<file path="src/rtl/thmc_pkg.sv">
// Package: mode encodings, widths, reset values and the trigger bundle of the timer mode control
package thmc_pkg;
   // ==========================================================
   // Widths and reset values
   localparam int THMC_CW = 8;
   localparam logic [7:0] THMC_CNT_RST = 8'h00;
   localparam logic [7:0] THMC_PER_RST = 8'hFF;
   // ==========================================================
   // Mode classes (upper two bits of the mode field)
   localparam logic [1:0] THMC_CLS_FREE = 2'h0;
   localparam logic [1:0] THMC_CLS_ONES = 2'h1;
   localparam logic [1:0] THMC_CLS_MONO = 2'h2;
   localparam logic [1:0] THMC_CLS_RSVD = 2'h3;
   // ==========================================================
   // Variants (lower three bits of the mode field)
   localparam logic [2:0] THMC_V0 = 3'h0;
   localparam logic [2:0] THMC_V1 = 3'h1;
   localparam logic [2:0] THMC_V2 = 3'h2;
   localparam logic [2:0] THMC_V3 = 3'h3;
   localparam logic [2:0] THMC_V4 = 3'h4;
   localparam logic [2:0] THMC_V5 = 3'h5;
   localparam logic [2:0] THMC_V6 = 3'h6;
   localparam logic [2:0] THMC_V7 = 3'h7;
   // ==========================================================
   // Mode field layout
   typedef struct packed {
      logic [1:0] cls;  // Class
      logic [2:0] var_sel;  // Variant
   } thmc_mode_t;
   // Decoded trigger events of the external reset signal
   typedef struct packed {
      logic rise;  // Rising edge
      logic fall;  // Falling edge
      logic level;  // Current level
   } thmc_trig_t;
   // Arm state of edge-started modes
   typedef enum logic [1:0] {
      THMC_IDLE = 2'b00,
      THMC_WAIT = 2'b01,
      THMC_RUN = 2'b10
   } thmc_state_t;
endpackage : thmc_pkg

</file>
<file path="src/rtl/thmc_edge.sv">
// Edge detector for the external reset signal, masked while in debug
module thmc_edge (
   // Clock and reset
   input wire logic clk_i,
   input wire logic nrst_i,
   // Signal in
   input wire logic ers_i,
   input wire logic debug_i,
   // Decoded events
   output thmc_pkg::thmc_trig_t trig_o
);
   import thmc_pkg::*;
   logic prev_ff;  // Last sampled level
   logic armed_ff;  // History holds a real sample
   // ==========================================================
   // Level history; the first sample after reset only primes it, so a
   // signal that already stands high at release gives no false edge
   always_ff @(posedge clk_i or negedge nrst_i) begin
      if (!nrst_i) begin
         prev_ff <= 1'b0;
         armed_ff <= 1'b0;
      end else begin
         prev_ff <= ers_i;
         armed_ff <= 1'b1;
      end
   end
   // ==========================================================
   // Event decode; debug blocks edges, the user freezes the level
   // debug masks edge events, not the level
   always_comb begin
      trig_o.rise = armed_ff && !debug_i && ers_i && !prev_ff;
      trig_o.fall = armed_ff && !debug_i && !ers_i && prev_ff;
      trig_o.level = ers_i;
   end
endmodule : thmc_edge

</file>
<file path="src/rtl/thmc_ctrl.sv">
// Top: mode control, counter and period match of the hardware-limit period timer
module thmc_ctrl (
   // Clock and reset
   input wire logic clk_i,
   input wire logic nrst_i,
   // Software control
   input wire logic run_set_i,
   input wire logic run_clr_i,
   input thmc_pkg::thmc_mode_t mode_i,
   input wire logic [7:0] period_value_i,
   input wire logic debug_i,
   // External reset signal
   input wire logic ext_reset_signal_i,
   // Status
   output logic run_o,
   output logic [7:0] count_value_o,
   output logic match_o,
   output logic counting_o
);
   import thmc_pkg::*;

   // ==========================================================
   // Declarations
   logic run_ff;  // Run bit
   logic nxt_run;
   logic [7:0] cnt_ff;  // Count register
   logic [7:0] nxt_cnt;
   logic match_ff;  // Match pulse register
   logic cnt_en_ff;  // Counting indicator
   thmc_state_t st_ff;  // Arm state
   thmc_state_t nxt_st;
   thmc_trig_t trig;  // Decoded events
   logic lvl;  // Effective level, frozen in debug
   logic lvl_ff;  // Level captured outside debug
   logic run_eff;  // Run bit after this cycle's software write
   logic anyedge;
   logic start_ev;  // Qualifying start event
   logic rst_ev;  // Counter reset request
   logic gate;  // Counting allowed this cycle
   logic hit;  // Count equals period
   logic step;  // Counter advances or wraps this cycle
   logic edge_mode;  // Mode waits for an edge
   logic stop_clr;  // Match clears run bit
   logic rsvd;  // Reserved encoding

   // ==========================================================
   // Edge detector instance
   thmc_edge u_edge (
      .clk_i(clk_i),
      .nrst_i(nrst_i),
      .ers_i(ext_reset_signal_i),
      .debug_i(debug_i),
      .trig_o(trig)
   );

   // ==========================================================
   // Level held steady while debug is active
   always_ff @(posedge clk_i or negedge nrst_i) begin
      if (!nrst_i) begin
         lvl_ff <= 1'b0;
      end else if (!debug_i) begin
         lvl_ff <= trig.level;
      end
   end
   assign lvl = debug_i ? lvl_ff : trig.level;
   assign anyedge = trig.rise || trig.fall;
   assign run_eff = run_set_i || (run_ff && !run_clr_i);
   assign hit = (cnt_ff == period_value_i);

   // ==========================================================
   // Mode decode: start, reset and gate terms per class and variant
   always_comb begin
      start_ev = 1'b0;
      rst_ev = 1'b0;
      gate = 1'b0;
      edge_mode = 1'b0;
      stop_clr = 1'b0;
      rsvd = 1'b0;
      unique case (mode_i.cls)
         THMC_CLS_FREE: begin
            unique case (mode_i.var_sel)
               THMC_V0: gate = 1'b1;
               THMC_V1: gate = lvl;
               THMC_V2: gate = !lvl;
               THMC_V3: begin
                  gate = 1'b1;
                  rst_ev = anyedge;
               end
               THMC_V4: begin
                  gate = 1'b1;
                  rst_ev = trig.rise;
               end
               THMC_V5: begin
                  gate = 1'b1;
                  rst_ev = trig.fall;
               end
               THMC_V6: begin
                  gate = lvl;
                  rst_ev = !lvl;
               end
               THMC_V7: begin
                  gate = !lvl;
                  rst_ev = lvl;
               end
            endcase
         end
         THMC_CLS_ONES: begin
            stop_clr = 1'b1;
            unique case (mode_i.var_sel)
               THMC_V0: start_ev = 1'b1;
               THMC_V1: start_ev = trig.rise;
               THMC_V2: start_ev = trig.fall;
               THMC_V3: start_ev = anyedge;
               THMC_V4: begin
                  start_ev = trig.rise;
                  rst_ev = trig.rise;
               end
               THMC_V5: begin
                  start_ev = trig.fall;
                  rst_ev = trig.fall;
               end
               THMC_V6: begin
                  start_ev = trig.rise;
                  rst_ev = !lvl;
               end
               THMC_V7: begin
                  start_ev = trig.fall;
                  rst_ev = lvl;
               end
            endcase
            edge_mode = (mode_i.var_sel != THMC_V0);
         end
         THMC_CLS_MONO: begin
            unique case (mode_i.var_sel)
               THMC_V1: start_ev = trig.rise;
               THMC_V2: start_ev = trig.fall;
               THMC_V3: start_ev = anyedge;
               THMC_V6: begin
                  gate = lvl;
                  rst_ev = !lvl;
               end
               THMC_V7: begin
                  gate = !lvl;
                  rst_ev = lvl;
               end
               default: rsvd = 1'b1;
            endcase
            edge_mode = (mode_i.var_sel inside {THMC_V1, THMC_V2, THMC_V3});
         end
         THMC_CLS_RSVD: rsvd = 1'b1;
      endcase
   end

   // ==========================================================
   // Arm state: idle until run, wait for edge, then run
   always_comb begin
      nxt_st = st_ff;
      if (!run_ff || rsvd) begin
         nxt_st = THMC_IDLE;
      end else begin
         unique case (st_ff)
            THMC_IDLE: nxt_st = THMC_WAIT;
            THMC_WAIT: if (start_ev) nxt_st = THMC_RUN;
            THMC_RUN: if (hit && edge_mode && !stop_clr) nxt_st = THMC_WAIT;
            default: nxt_st = THMC_IDLE;
         endcase
      end
   end

   always_ff @(posedge clk_i or negedge nrst_i) begin
      if (!nrst_i) begin
         st_ff <= THMC_IDLE;
      end else begin
         st_ff <= nxt_st;
      end
   end

   // ==========================================================
   // Run bit: software set/clear; one-shot match clears it
   always_comb begin
      nxt_run = run_eff;
      if (run_ff && st_ff == THMC_RUN && hit && stop_clr && !run_set_i) begin
         nxt_run = 1'b0;
      end
   end

   always_ff @(posedge clk_i or negedge nrst_i) begin
      if (!nrst_i) begin
         run_ff <= 1'b0;
      end else begin
         run_ff <= nxt_run;
      end
   end

   // ==========================================================
   // Counter next value
   always_comb begin
      nxt_cnt = cnt_ff;
      step = 1'b0;
      if (!run_ff || rsvd) begin
         nxt_cnt = cnt_ff;
      end else if (rst_ev && (st_ff == THMC_RUN || mode_i.cls != THMC_CLS_ONES)) begin
         nxt_cnt = THMC_CNT_RST;
      end else if (mode_i.cls == THMC_CLS_FREE || (mode_i.cls == THMC_CLS_MONO && !edge_mode)) begin
         if (gate) begin
            step = 1'b1;
            nxt_cnt = hit ? THMC_CNT_RST : cnt_ff + 8'h01;
         end
      end else if (st_ff == THMC_RUN) begin
         step = 1'b1;
         nxt_cnt = hit ? THMC_CNT_RST : cnt_ff + 8'h01;
      end
   end

   always_ff @(posedge clk_i or negedge nrst_i) begin
      if (!nrst_i) begin
         cnt_ff <= THMC_CNT_RST;
      end else begin
         cnt_ff <= nxt_cnt;
      end
   end

   // ==========================================================
   // Status registers
   always_ff @(posedge clk_i or negedge nrst_i) begin
      if (!nrst_i) begin
         match_ff <= 1'b0;
         cnt_en_ff <= 1'b0;
      end else begin
         // Only a real count step off the period is a match, not a parked zero
         match_ff <= step && hit;
         cnt_en_ff <= (nxt_cnt != cnt_ff);
      end
   end

   assign run_o = run_ff;
   assign count_value_o = cnt_ff;
   assign match_o = match_ff;
   assign counting_o = cnt_en_ff;
endmodule : thmc_ctrl

</file>
<file path="config.mk">
export PLATFORM = sky130hd
export DESIGN_NAME = thmc_ctrl
export DESIGN_NICKNAME = d
export VERILOG_FILES = /design/src/rtl/thmc_pkg.sv /design/src/rtl/thmc_edge.sv /design/src/rtl/thmc_ctrl.sv
export SDC_FILE = /design/constraint.sdc
export NUM_CORES = 1
export LEC_CHECK = 0
export BUFFER_PORTS_ARGS = -buffer_cell sky130_fd_sc_hd__buf_2
export CORE_ASPECT_RATIO = 1.4
export CORE_UTILIZATION = 49
export DETAILED_ROUTE_END_ITERATION = 6
export HOLD_SLACK_MARGIN = 0.02
export PLACE_DENSITY = 0.83
export SYNTH_ARGS = -nofsm -noshare
export SYNTH_HDL_FRONTEND = slang
export SYNTH_SLANG_ARGS = --single-unit
</file>
<file path="constraint.sdc">
create_clock -name clk_i -period 2.6 [get_ports clk_i]
set_clock_uncertainty 0.2 [all_clocks]
set_input_delay 0.39 -clock clk_i [delete_from_list [all_inputs] [get_ports clk_i]]
set_output_delay 0.39 -clock clk_i [all_outputs]
set_load 0.01 [all_outputs]
</file>
Word level (Yosys, flattened, before mapping)

Index checks and enable logic that the tools add are counted.

Bits in registers: 16

Add/sub/neg operators: 1
Equal/unequal tests: 17
Muxes and demuxes: 31
Reduce and logical (&&, ||, !) cells: 41

Operator list:

| operator            | count |
|---|---|
| $mux 8              | 6 |
| $logic_and 1x1->1   | 15 |
| $eq 3x3->1 const B  | 4 |
| $pmux 1 s2          | 6 |
| $logic_not 1->1     | 9 |
| $mux 1              | 9 |
| $pmux 1 s3          | 3 |
| $add 8x1->8 const B | 1 |
| $eq 8x8->1          | 1 |
| $ne 8x8->1          | 1 |
| $pmux 1 s4          | 2 |
| $eq 2x2->1 const B  | 3 |
| $eq 3x2->1 const B  | 2 |
| $mux 2              | 3 |
| $ne 3x3->1 const B  | 2 |
| $pmux 2 s3          | 1 |
| $reduce_bool 3->1   | 2 |
| $reduce_or 3->1     | 2 |
| $logic_or 1x1->1    | 5 |
| $pmux 1 s5          | 1 |
| $reduce_or 5->1     | 1 |
| $eq 2x1->1 const B  | 2 |
| $logic_not 2->1     | 2 |
| $reduce_or 2->1     | 2 |
| 5 further kinds     | 5 |

Logic depth before layout (Yosys ltp)

Depth in word-level cells: 11
Gate-level depth with buffers: 11

Hierarchy

A second synthesis with hierarchy kept.

Cell total of the unflattened synthesis: 165
Area, all modules: 1437.6 um2

By module, submodules not included:

| module    | instances | cells an instance | area an instance (um2) | sequential area each (um2) |
|---|---|---|---|---|
| thmc_ctrl | 1         | 159               | 1351.3                 | 350.3 |
| thmc_edge | 1         | 6                 | 86.3                   | 50.0 |

Worst setup path before layout

Ideal clock, no wire load.

Kind: input to register
Start point: in mode_i[3] in the netlist's numbering
End point: reg cnt_en_ff, in the netlist counting_o
Arrival time: 2.328 ns
Required time: 2.261 ns
Slack: -0.066 ns
Stages on the path: 10
Cell sequence: inv_1 ha_1 nand2b_1 o32ai_2 nor4_1 or2_1 buf_6 a31o_1 a22o_1 or4_1

Word-level cells in the longest chain between the ends: 9

RTL lines:

| what                                     | line                              | RTL |
|---|---|---|
| from (decl)                              | thmc_ctrl.sv:9                    | `input thmc_pkg::thmc_mode_t mode_i,` |
| $eq 2x2->1 or $eq 2x1->1 (tied branches) | thmc_ctrl.sv:79, thmc_ctrl.sv:204 |  |
| $pmux 1 s2                               | thmc_ctrl.sv:79                   | `unique case (mode_i.cls)` |
| $logic_not 1->1                          | thmc_ctrl.sv:204                  | `end else if (mode_i.cls == THMC_CLS_FREE \|\| (mode_i.cls == THMC_CLS_MONO && !edge_mode)) begin` |
| $logic_and 1x1->1                        | thmc_ctrl.sv:204                  |  |
| $logic_or 1x1->1                         | thmc_ctrl.sv:204                  |  |
| $mux 8                                   | thmc_ctrl.sv:204                  |  |
| $mux 8                                   | thmc_ctrl.sv:202                  | `end else if (rst_ev && (st_ff == THMC_RUN \|\| mode_i.cls != THMC_CLS_ONES)) begin` |
| $mux 8 (*)                               | thmc_ctrl.sv:200                  | `if (!run_ff \|\| rsvd) begin` |
| $ne 8x8->1 (*)                           | thmc_ctrl.sv:232                  | `cnt_en_ff <= (nxt_cnt != cnt_ff);` |
| to (signal assigned)                     | thmc_ctrl.sv:232                  |  |
| to (decl)                                | thmc_ctrl.sv:29                   | `logic cnt_en_ff;` |

Mark *: on every way between the ends. The rest lies on a longest branch, timed or not.
A chain may end at the register's enable or synchronous reset.

Final worst setup path

Start point: in mode_i[4] in the netlist's numbering
End point: reg cnt_en_ff, in the netlist counting_o

Same word-level chain as after synthesis.

==> run metrics <==
routed via count roughly 1,600; adder-cell share of the synthesized area 0.0441; setup bufs post-CTS 0; post-synthesis mux area share 0.0177; Hold Worst Slack between 0.07 and 0.08 ns; Gate Count Post-Synth 178; async set or reset register ratio after synthesis 1.00; RSZ-0062 raised after global routing false; Synth cell types about 50; Max Clock Freq between 300 and 400 MHz; Post-Synth Simple-Gate Area 0.265; DR iter-0 viols 89; Pre-Repair DR Iteration Count 4; Max Root-Sink Buffers 2; fin crit share 0.965; Syn Nets roughly 200; Total Power between 1 and 1.5 mW; DP Area ~1800 µm²; Yosys reg bits 16; n_diodes 0; Root Buffer clkbuf_4; Slew Viols, Final 0; Die Span X 47.5 µm; Non-Filler Instances 270; average wire per standard cell approximately 15 µm; worst vdd ir 0.521 mV; endpoints failing setup 0; Clock Latency Late Sink ~0.30 ns; Worst Hold Class in -> reg; fin crit period around 2.5 ns; GRT Util Overall 0.292; post-route ant nets 0; Starting Density 0.526; Compound-Gate Fraction of Synth Area 0.259; Place WS -0.187 ns; # IOs 30; arrival time worst endpoint roughly 2.5 ns; global route overflow 0; status finished, final reports clean; Avg Inst Size Synth ~8 µm²; Max Cap Viol 0; CTS Buf Count 3; clock sink total 16; PwrDens between 500 and 600 nW/µm²; largest net degree at the start of global routing 17; Worst-path clk slew about 0.090 ns; CP required roughly 2.6 ns; FF-to-FF setup slack approximately 0.11 ns; GP Congestion ~0.95; Finished Core Util 0.692; Fill cells 238; first-pass GRT wire length 6530 µm; DRC 0; Row Count 22; CTS tree yes; Slew @ Worst Pin between 0.5 and 0.6 ns; post-DP HPWL 3090 µm; Critical Path Sink Type flip-flop; NumNets Final 260; Post-synth EDFFs 0; Synth Flop Type dfrtp_1; vias in the first global route ~1,500; overall routed net length between 3000 and 4000 µm; largest fanout on the critical path 6; number of H-tree levels 1; count of input and output buffers 29; Critical Setup Path Class in -> reg; initial antenna violation count 0; Cells after DPL 266; core area 2700 µm²; critical path startpoint category input pin; relative slew slack 0.662; synth-to-layout area growth 31.6%; xor/xnor cell area share of the yosys netlist 0.0618; largest family of logic cells by synthesized area simple AND/OR/NAND/NOR gates; routed vias/inst 5.90; design area ~1900 µm²; Fin. Hold Viols 0; static leakage approximately 0.9 nW; die footprint 3120 µm²; Ys Warns 0; setup tns final 0 ns; post-synthesis sequential area ratio 0.282; Die Y ~66 µm; ratio of cells with drive above 1 in the final layout 0.338; final setup margin 0.0900 ns; mapped cell area 1420 µm²
## metal layers
layer  GRT usage  vias to the layer above  share of wire
li1            -                      759              -
met1       0.318                      748           0.39
met2       0.497                       70           0.52
met3      0.0659                       17          0.047
met4       0.154                        0          0.038
met5           0                        -              0
## cells in the mapped netlist, types with 2 or more instances
cell type | n | share of area
nor2_1 | 18 | 0.048
dfrtp_1 | 16 | 0.28
o21ai_0 | 13 | 0.046
a21oi_1 | 10 | 0.035
xnor2_1 | 10 | 0.062
inv_1 | 9 | 0.024
nand2_1 | 9 | 0.024
clkbuf_1 | 8 | 0.021
nand3_1 | 7 | 0.025
ha_1 | 5 | 0.044
nand2b_1 | 5 | 0.022
a211oi_1 | 4 | 0.021
a22o_1 | 4 | 0.025
and3_1 | 4 | 0.018
buf_2 | 4 | 0.014
nand3b_1 | 3 | 0.016
nor2b_1 | 3 | 0.013
nor3_1 | 3 | 0.011
nor3b_1 | 3 | 0.016
nor4_1 | 3 | 0.013
o31ai_1 | 3 | 0.016
a311o_1 | 2 | 0.014
nand4_1 | 2 | 0.0088
o21bai_1 | 2 | 0.011
or2_2 | 2 | 0.0088
## cells in the final DEF (no fill, tap or decap), drive strengths merged, types with 2 or more instances in the layout
cell	synthesis	final
a211oi	4	4
a21oi	10	10
a22o	4	4
a311o	2	2
and3	4	4
buf	5	65
clkbuf	8	3
dfrtp	16	16
ha	5	5
inv	9	9
nand2	9	9
nand2b	5	5
nand3	7	7
nand3b	3	3
nand4	2	2
nor2	18	18
nor2b	3	3
nor3	3	3
nor3b	3	3
nor4	3	3
o21ai	14	14
o21bai	2	2
o31ai	3	3
o32ai	2	2
or2	3	3
xnor2	10	10
## registers in the layout, indices dropped and copies added, names as in the netlist
name	cells
run_o	1
match_o	1
count_value_o	8
st_ff	2
counting_o	1
u_edge.armed_ff	1
u_edge.prev_ff	1
lvl_ff	1
## final timing paths
kind,start,to,cells past startpoint
worst max register to register,lvl_ff,counting_o,7
worst min-delay path,run_set_i,run_o,2
worst min register to register,lvl_ff,lvl_ff,1
worst max-delay path,mode_i[4],counting_o,10
max in group asynchronous,nrst_i,counting_o,2
min in group asynchronous,nrst_i,count_value_o[6],2
## power breakdown
| part | internal (mW) | switching, mW | total (mW) |
|---|---|---|---|
| Sequential | 0.305 | 0.0491 | 0.354 |
| Combinational | 0.292 | 0.308 | 0.600 |
| Clock | 0.0541 | 0.0809 | 0.135 |
## critical path: stages
cell     delay, ns
buf_2         0.12
inv_1         0.08
ha_1          0.26
nor2b_1       0.10
o32ai_2       0.28
nor4_2        0.10
or2_1         0.30
a31o_1        0.24
a22o_1        0.21
or4_1         0.39
## kinds of logic after synthesis
logic type / Yosys count
buffers and inverters: 22
muxes: 2
other: 1
and+or+nand+nor: 69
adders and majority gates: 5
DFF: 16
xor gates and xnor gates: 10
AOI/OAI and AO/OA: 53
## what timing repair did
item,in CTS,in global routing
endpoints found under the setup margin,0,2
hold buffers,1,0
hold endpoints to repair,16,0
gates resized for setup,0,3
## layout make-up
cell class              instances  area, µm²  area share
inverters                       9       33.8      0.0181
well taps                      36       45.0      0.0241
repair buffers                 66        425       0.228
flip-flops and latches         16        400       0.215
clock buffers                   3       22.5      0.0121
multi-input cells             140        938       0.503
(Power assumes the default switching activity.)
